`src/rtl/lirq_pkg.sv`:
```
`default_nettype none
package lirq_pkg;
    // ----------------------------------------
    // register map
    // ----------------------------------------
    localparam int ADDR_WIDTH = 10;
    localparam int DATA_WIDTH = 16;
    localparam int NUM_STAGES = 12;
    localparam logic [9:0] PROXIMITY_RECAL_TIME_CONTROL_OFFSET = 10'h004;
    localparam logic [9:0] LOW_THRESHOLD_IRQ_ENABLE_AND_PIN_SETUP_OFFSET = 10'h005;
    // ----------------------------------------
    // field positions and reset values
    // ----------------------------------------
    localparam int FULL_POWER_RECAL_LSB = 0;
    localparam int FULL_POWER_RECAL_MSB = 9;
    localparam int LOW_POWER_RECAL_LSB = 10;
    localparam int LOW_POWER_RECAL_MSB = 15;
    localparam int STAGE_EN_LSB = 0;
    localparam int STAGE_EN_MSB = 11;
    localparam int PIN_FUNC_LSB = 12;
    localparam int PIN_FUNC_MSB = 13;
    localparam int PIN_TRIG_LSB = 14;
    localparam int PIN_TRIG_MSB = 15;
    localparam logic [9:0] FULL_POWER_RECAL_RESET = 10'h3FF;
    localparam logic [5:0] LOW_POWER_RECAL_RESET = 6'h3F;
    localparam logic [11:0] STAGE_EN_RESET = 12'h000;
    // ----------------------------------------
    // pin function and trigger codes
    // ----------------------------------------
    localparam logic [1:0] PIN_FUNC_DISABLED = 2'h0;
    localparam logic [1:0] PIN_FUNC_INPUT = 2'h1;
    localparam logic [1:0] PIN_FUNC_OUT_LOW = 2'h2;
    localparam logic [1:0] PIN_FUNC_OUT_HIGH = 2'h3;
    localparam logic [1:0] PIN_TRIG_NEG_LEVEL = 2'h0;
    localparam logic [1:0] PIN_TRIG_POS_EDGE = 2'h1;
    localparam logic [1:0] PIN_TRIG_NEG_EDGE = 2'h2;
    localparam logic [1:0] PIN_TRIG_POS_LEVEL = 2'h3;
endpackage : lirq_pkg
`default_nettype wire

```
`src/rtl/lirq_ctrl.sv`:
```
`default_nettype none
// Functional notes
// - ten-bit full-power recal time in bits 9:0, resets to 3FF, host writable.
// - six-bit low-power recal time in bits 15:10, resets to 3F, host writable.
// - twelve stage enables; enabled low-threshold event asserts the interrupt output.
// - a cleared enable keeps that stage's event off the interrupt output.
// - all twelve stage enables reset to zero.
// - pin function 00 disables the pin, 01 makes it an input.
// - pin function 10 drives active-low output, 11 active-high output.
// - trigger 00 is negative level, 11 is positive level.
// - trigger 01 is rising edge, 10 is falling edge.
// - pin function and trigger fields reset to zero.
module lirq_ctrl
    import lirq_pkg::*;
(
    input wire logic clk_sys,
    input wire logic reset,
    input wire logic [ADDR_WIDTH-1:0] reg_addr,
    input wire logic reg_wr,
    input wire logic [DATA_WIDTH-1:0] reg_wdata,
    input wire logic reg_rd,
    output logic [DATA_WIDTH-1:0] reg_rdata,
    input wire logic [NUM_STAGES-1:0] stage_low_event,
    output logic int_n,
    input wire logic gpio_in,
    output logic gpio_out,
    output logic gpio_oe,
    input wire logic gpio_assert,
    output logic gpio_event,
    output logic [9:0] full_power_recal_time,
    output logic [5:0] low_power_recal_time
);
    // ----------------------------------------
    // state
    // ----------------------------------------
    typedef struct packed {
        logic [9:0] full_power_recal_time;
        logic [5:0] low_power_recal_time;
        logic [NUM_STAGES-1:0] stage_low_threshold_irq_en;
        logic [1:0] pin_func;
        logic [1:0] pin_trig;
        logic pin_meta;
        logic pin_sync;
        logic pin_prev;
        logic [DATA_WIDTH-1:0] rdata;
        logic int_n;
        logic gpio_event;
    } lirq_state_type;

    lirq_state_type st;
    lirq_state_type next_st;

    function automatic logic trig_hit(input logic [1:0] trig, input logic now, input logic prev);
        case (trig)
            PIN_TRIG_NEG_LEVEL: trig_hit = !now;
            PIN_TRIG_POS_EDGE: trig_hit = now && !prev;
            PIN_TRIG_NEG_EDGE: trig_hit = !now && prev;
            default: trig_hit = now;
        endcase
    endfunction : trig_hit

    // ----------------------------------------
    // next state
    // ----------------------------------------
    always_comb begin
        next_st = st;
        // pin passes two flops before any logic looks at it
        next_st.pin_meta = gpio_in;
        next_st.pin_sync = st.pin_meta;
        next_st.pin_prev = st.pin_sync;
        if (reg_wr) begin
            if (reg_addr == PROXIMITY_RECAL_TIME_CONTROL_OFFSET) begin
                next_st.full_power_recal_time = reg_wdata[FULL_POWER_RECAL_MSB:FULL_POWER_RECAL_LSB];
                next_st.low_power_recal_time = reg_wdata[LOW_POWER_RECAL_MSB:LOW_POWER_RECAL_LSB];
            end else if (reg_addr == LOW_THRESHOLD_IRQ_ENABLE_AND_PIN_SETUP_OFFSET) begin
                next_st.stage_low_threshold_irq_en = reg_wdata[STAGE_EN_MSB:STAGE_EN_LSB];
                next_st.pin_func = reg_wdata[PIN_FUNC_MSB:PIN_FUNC_LSB];
                next_st.pin_trig = reg_wdata[PIN_TRIG_MSB:PIN_TRIG_LSB];
            end
        end
        if (reg_rd) begin
            // unmapped offsets read as zero; a same-cycle write is not yet visible
            if (reg_addr == PROXIMITY_RECAL_TIME_CONTROL_OFFSET) begin
                next_st.rdata = {st.low_power_recal_time, st.full_power_recal_time};
            end else if (reg_addr == LOW_THRESHOLD_IRQ_ENABLE_AND_PIN_SETUP_OFFSET) begin
                next_st.rdata = {st.pin_trig, st.pin_func, st.stage_low_threshold_irq_en};
            end else begin
                next_st.rdata = 16'h0000;
            end
        end
        // no latch: the line follows the sources, the host clears them at their origin
        next_st.int_n = !(|(st.stage_low_threshold_irq_en & stage_low_event));
        next_st.gpio_event = (st.pin_func == PIN_FUNC_INPUT)
            && trig_hit(st.pin_trig, st.pin_sync, st.pin_prev);
    end

    always_ff @(posedge clk_sys) begin
        if (reset) begin
            st <= '0;
            st.full_power_recal_time <= FULL_POWER_RECAL_RESET;
            st.low_power_recal_time <= LOW_POWER_RECAL_RESET;
            st.stage_low_threshold_irq_en <= STAGE_EN_RESET;
            st.pin_func <= PIN_FUNC_DISABLED;
            st.pin_trig <= PIN_TRIG_NEG_LEVEL;
            st.int_n <= 1'b1;
        end else begin
            st <= next_st;
        end
    end

    // ----------------------------------------
    // outputs
    // ----------------------------------------
    assign reg_rdata = st.rdata;
    assign int_n = st.int_n;
    assign gpio_event = st.gpio_event;
    assign full_power_recal_time = st.full_power_recal_time;
    assign low_power_recal_time = st.low_power_recal_time;
    assign gpio_oe = st.pin_func[1];
    assign gpio_out = (st.pin_func == PIN_FUNC_OUT_HIGH) ? gpio_assert : !gpio_assert;
endmodule : lirq_ctrl
`default_nettype wire

```
`config.mk`:
```
export PLATFORM = sky130hd
export DESIGN_NAME = lirq_ctrl
export DESIGN_NICKNAME = d
export VERILOG_FILES = /design/src/rtl/lirq_pkg.sv /design/src/rtl/lirq_ctrl.sv
export SDC_FILE = /design/constraint.sdc
export NUM_CORES = 1
export LEC_CHECK = 0
export BUFFER_PORTS_ARGS = -buffer_cell sky130_fd_sc_hd__clkbuf_2
export CORE_MARGIN = 2
export CORE_UTILIZATION = 40
export CTS_CLUSTER_DIAMETER = 40
export DETAILED_ROUTE_END_ITERATION = 7
export PLACE_DENSITY = 0.67
export SYNTH_ARGS = -nofsm -noshare
export SYNTH_HDL_FRONTEND = slang
export SYNTH_SLANG_ARGS = --single-unit
```
`constraint.sdc`:
```
create_clock -name clk_sys -period 3.4 [get_ports clk_sys]
set_input_delay 0.68 -clock clk_sys [delete_from_list [all_inputs] [get_ports clk_sys]]
set_output_delay 0.68 -clock clk_sys [all_outputs]
set_load 0.01 [all_outputs]
```
# Word-level counts from Yosys, hierarchy flattened
# Index checks and enable logic that the tools add are counted.
[classes]
eq_ne = 6
n_mux = 4
bitwise_logic = 2
n_reduce_logical = 11
[op_table]
columns = ["op", "count"]
rows = [
  ["16-bit two-way mux", 2],
  ["10-bit by 3-bit == test with 1-bit output (second input constant)", 2],
  ["12-bit bitwise AND", 1],
  ["12-bit OR reduction", 1],
  ["2-bit by 1-bit == test with 1-bit output (second input constant)", 2],
  ["2-bit == test (second input constant)", 2],
  ["1-bit logical NOT", 4],
  ["1-bit logical AND", 3],
  ["1-bit case mux with 3 select lines", 1],
  ["3-bit AND reduction", 1],
  ["2-bit logical NOT", 1],
  ["2-bit AND reduction", 1],
  ["1-bit two-way mux", 1],
  ["1-bit NOT", 1],
]
[word_totals]
reg_bits = 53
inputBits = 44
out_inout_bits = 36

# Depth between registers and ports, before layout
[depth]
ltp_word = 4
ltp_mapped = 6
ltp_nobuf = 3

# Least setup slack after synthesis
# Ideal clock, no wire load.
[synth_path]
kind = "input to register"
startpoint = "in reg_addr[9]"
endpoint = "reg full_power_recal_time[0] (netlist name)"
setup_time_ps = 120
t_arrival_ps = 2143
required_ps = 3280
slack_ps = 1137
stages = 5
path_cell_list = "or4b_4 -> or4_4 -> buf_6 -> buf_12 -> mux2i_1"
[synth_via]
elab_chain_cells = 2
[synth_lines]
columns = ["element", "line_no", "text"]
rows = [
  ["from (decl)", "lirq_ctrl.sv:18", "input wire logic [ADDR_WIDTH-1:0] reg_addr,"],
  ["10-bit by 3-bit == test with 1-bit output", "lirq_ctrl.sv:72", "if (reg_addr == PROXIMITY_RECAL_TIME_CONTROL_OFFSET) begin"],
  ["2-bit AND reduction (no line)", "--", ""],
]
# Every way passes these cells.
# A chain may end at the register's enable or synchronous reset.

# Worst setup path after layout
[layout_path]
startpoint = "in reg_addr[9]"
endpoint = "reg st (netlist bit reg_rdata[12])"
[layout_via]
elab_chain_cells = 3
[layout_lines]
columns = ["element", "line_no", "text"]
rows = [
  ["10-bit by 3-bit == test with 1-bit output", "lirq_ctrl.sv:85", "end else if (reg_addr == LOW_THRESHOLD_IRQ_ENABLE_AND_PIN_SETUP_OFFSET) begin"],
  ["16-bit two-way mux", "lirq_ctrl.sv:85", ""],
  ["16-bit two-way mux *", "lirq_ctrl.sv:83", "if (reg_addr == PROXIMITY_RECAL_TIME_CONTROL_OFFSET) begin"],
  ["to (signal assigned)", "lirq_ctrl.sv:107", "st <= next_st;"],
  ["to (decl)", "lirq_ctrl.sv:50", "lirq_state_type st;"],
]
# Every way passes the cells marked *; elsewhere a longest branch is shown, timed or not.

==> run metrics <==
drt wl/cell=roughly 13 um; Initial Utilization=around 42%; Post-CTS Hold Buffers=0; FFs w/ async S/R, synth=0%; RSZ-0062 raised after global routing=false; cts bufs inserted=5; Synth Instances=about 270; Worst Min Path Start=reg_rdata[9]; RD Place Congestion=0.676; first-pass GRT wire length=7940 um; Remaining DRCs=0; Switch Pwr=229 uW; r2r setup slk=2.34 ns; clock share of power=between 30% and 40%; final slew viol count=0; Vias=1843; clk sinks=53; Inst Count DP=382; FF+latch count, synth=53; Fin Hold WS=~0.45 ns; Die Y=82.6 um; VDD IR max=roughly 230 uV; Max clock buf depth=2; H-tree Lvls=2; Crit Path Class=in2reg; part of the power in combinational logic=7.2%; dominant cell type by area after synthesis=dfxtp_1; Final Power=1050 uW; share of the yosys chip area belonging to registers=42.9%; kind of end point of the critical path=register; vias in the first global route=1669; Non-Filler Instances=389; FF-to-FF End=int_n; FF-to-FF Start=st[27]; area grow syn2layout=10.3%; Overflow after GRT=0; critical path launch point type=input port; share of the synthesized area in the top cell type=between 40 and 50%; Fin Clk Skew=0.00442 ns; sequential share of power=59.4%; area of the core=5960 um^2; count of final setup violators=0; power per cell area=384 nW/um^2; register clock-pin slew on the reported worst setup and hold paths=0.09 ns; Synthesis Warnings=0; actual slew at the worst max-slew pin=1.15 ns; row cnt=28; setup total negative slack=0 ns; library cells used by synthesis=27; Top FF cell, synth=dfxtp_1; fill count=625; Achievable Freq=approximately 0.46 GHz; CP arrival=2.41 ns; Detailed Route WL=around 5200 um; initial detailed-routing violation count=68; minimum clock period=2.19 ns; first-pass detailed-route iteration total=4; TritonCTS clock tree=built; slew margin rel.=23.1%; Min-Delay Endpoint=reg_rdata[9]; Post-synth EDFFs=0; Worst R2R Path Depth=3; synth top area cells=dfxtp_1 (43%), mux2i_1 (19%), buf_4 (9.7%), nand2_1 (7.6%), nor2_1 (5.2%); width of the die=82.6 um; initial antenna violation count=0; fin worst setup slack=1.21 ns; hold path cells=2; Port Buffers=79; post-CTS setup-driven buffer insertion count=0; Tot GR Track Use=15.5%; Final ANT Viol Nets=0; die footprint=approximately 7000 um^2; largest net degree at the start of global routing=33; HPWL Detailed=3810 um; Final Hold Fails=0; ANT cells=0; status=complete, no violations; HP Class=reg2reg; CTS resizes=0; pre-CTS WS=about 0.87 ns; Nets=about 360; Net Sw Frac=21.9%; # IOs=80; share of cells above drive strength 1=between 20% and 30%; MaxCap Viol Count=0; Post-Syn Nets=roughly 320; Post-Syn Area per Cell=between 9 and 10 um^2; Mapped Area=between 2000 and 2500 um^2; root buffer cell=clkbuf_8; Tcrit/Tclk final=64.5%; internal power=818 uW; Vias/cell=about 4.7; Skew-Pair Late Insertion Delay=~0.30 ns; CP max FO=16; LEAKAGE=0.00129 uW; Req. time, crit path=between 3 and 4 ns
state kept, by name, indices dropped and copies added (netlist names):
name                   cells
full_power_recal_time     10
low_power_recal_time       6
gpio_event                 1
reg_rdata                 16
int_n                      1
next_st                    2
gpio_oe                    1
st                        16
cell usage after synthesis, types with 2 or more instances:
library cell  number
nand2_1           50
mux2i_1           48
o21ai_0           11
nand2b_1           3
buf_4             32
a22o_1             3
clkbuf_1           9
inv_1              2
dfxtp_1           53
nor2_1            34
nor2b_1            3
o21ai_1            6
buf_6              3
a221oi_1           3
layer usage:
| metal | global-route usage, % | up-vias | routed length [um] |
|---|---|---|---|
| met2 | 25.8 | 59 | 2430 |
| met5 | 0 | - | 0 |
| li1 | - | 951 | - |
| met1 | 19.6 | 827 | 2340 |
| met4 | 3.93 | 0 | 49 |
| met3 | 4.78 | 6 | 339 |
critical path, cell delays in order:
cell	delay (ns)
clkbuf_2	0.08
or4b_4	0.55
or4_1	0.81
o21ai_0	0.29
stage by stage:
step                area (um^2)  utilization [%]
floorplan                  2470                -
global placement           2640             44.3
detailed placement         2640             44.3
CTS                        2730             45.8
global route               2730             45.8
finish                     2730             45.8
cells in the final DEF (no fill, tap or decap), types with 3 or more instances in the layout:
| cell type | Yosys | routed |
|---|---|---|
| clkbuf_2 | 0 | 79 |
| dfxtp_1 | 53 | 53 |
| nand2_1 | 50 | 50 |
| mux2i_1 | 48 | 48 |
| nor2_1 | 34 | 34 |
| o21ai_0 | 11 | 11 |
| o21ai_1 | 6 | 6 |
| clkbuf_8 | 0 | 6 |
| nand2b_1 | 3 | 3 |
| nor2b_1 | 3 | 3 |
| a22o_1 | 3 | 3 |
| a221oi_1 | 3 | 3 |
power by group through the flow:
stage                     combinational (uW)  sequential (uW)  clock, uW
after global routing                    85.2              623        389
after global placement                  76.2              637          0
after detailed placement                77.2              637          0
after CTS                               77.6              622        363
final                                   75.9              622        349
after floorplan                         41.6              637          0
final cells by class:
type                            instances  area (um^2)  area share (%)
Clock buffer                            7         86.3            3.17
Inverter                                2         7.51           0.275
Multi-Input combinational cell        171         1070            39.1
Sequential cell                        53         1060            38.9
Tap cell                               75         93.8            3.44
Timing Repair Buffer                   81          410            15.1
cell families (layout without fill, tap and decap cells):
kind of cell              Yosys count  after routing  share of synthesized area (%)
AOI/OAI and AO/OA                  25             25                           6.23
xor gates and xnor gates            1              1                          0.354
buffers and inverters              49             90                           13.9
DFF                                53             53                           42.9
muxes                              48             48                           19.4
and+or+nand+nor                    97             97                           17.2
worst max path at each step:
stage,startpoint,end,cells after the start
6_report,reg_addr[9],reg_rdata[12],4
5_1_grt,reg_addr[9],reg_rdata[12],4
4_1_cts,reg_addr[9],reg_rdata[12],4
3_5_place_dp,reg_addr[9],reg_rdata[12],4
3_3_place_gp,reg_addr[9],reg_rdata[6],4
2_1_floorplan,reg_addr[9],full_power_recal_time[0],5
Note: power is estimated with default switching activity, not from simulation.
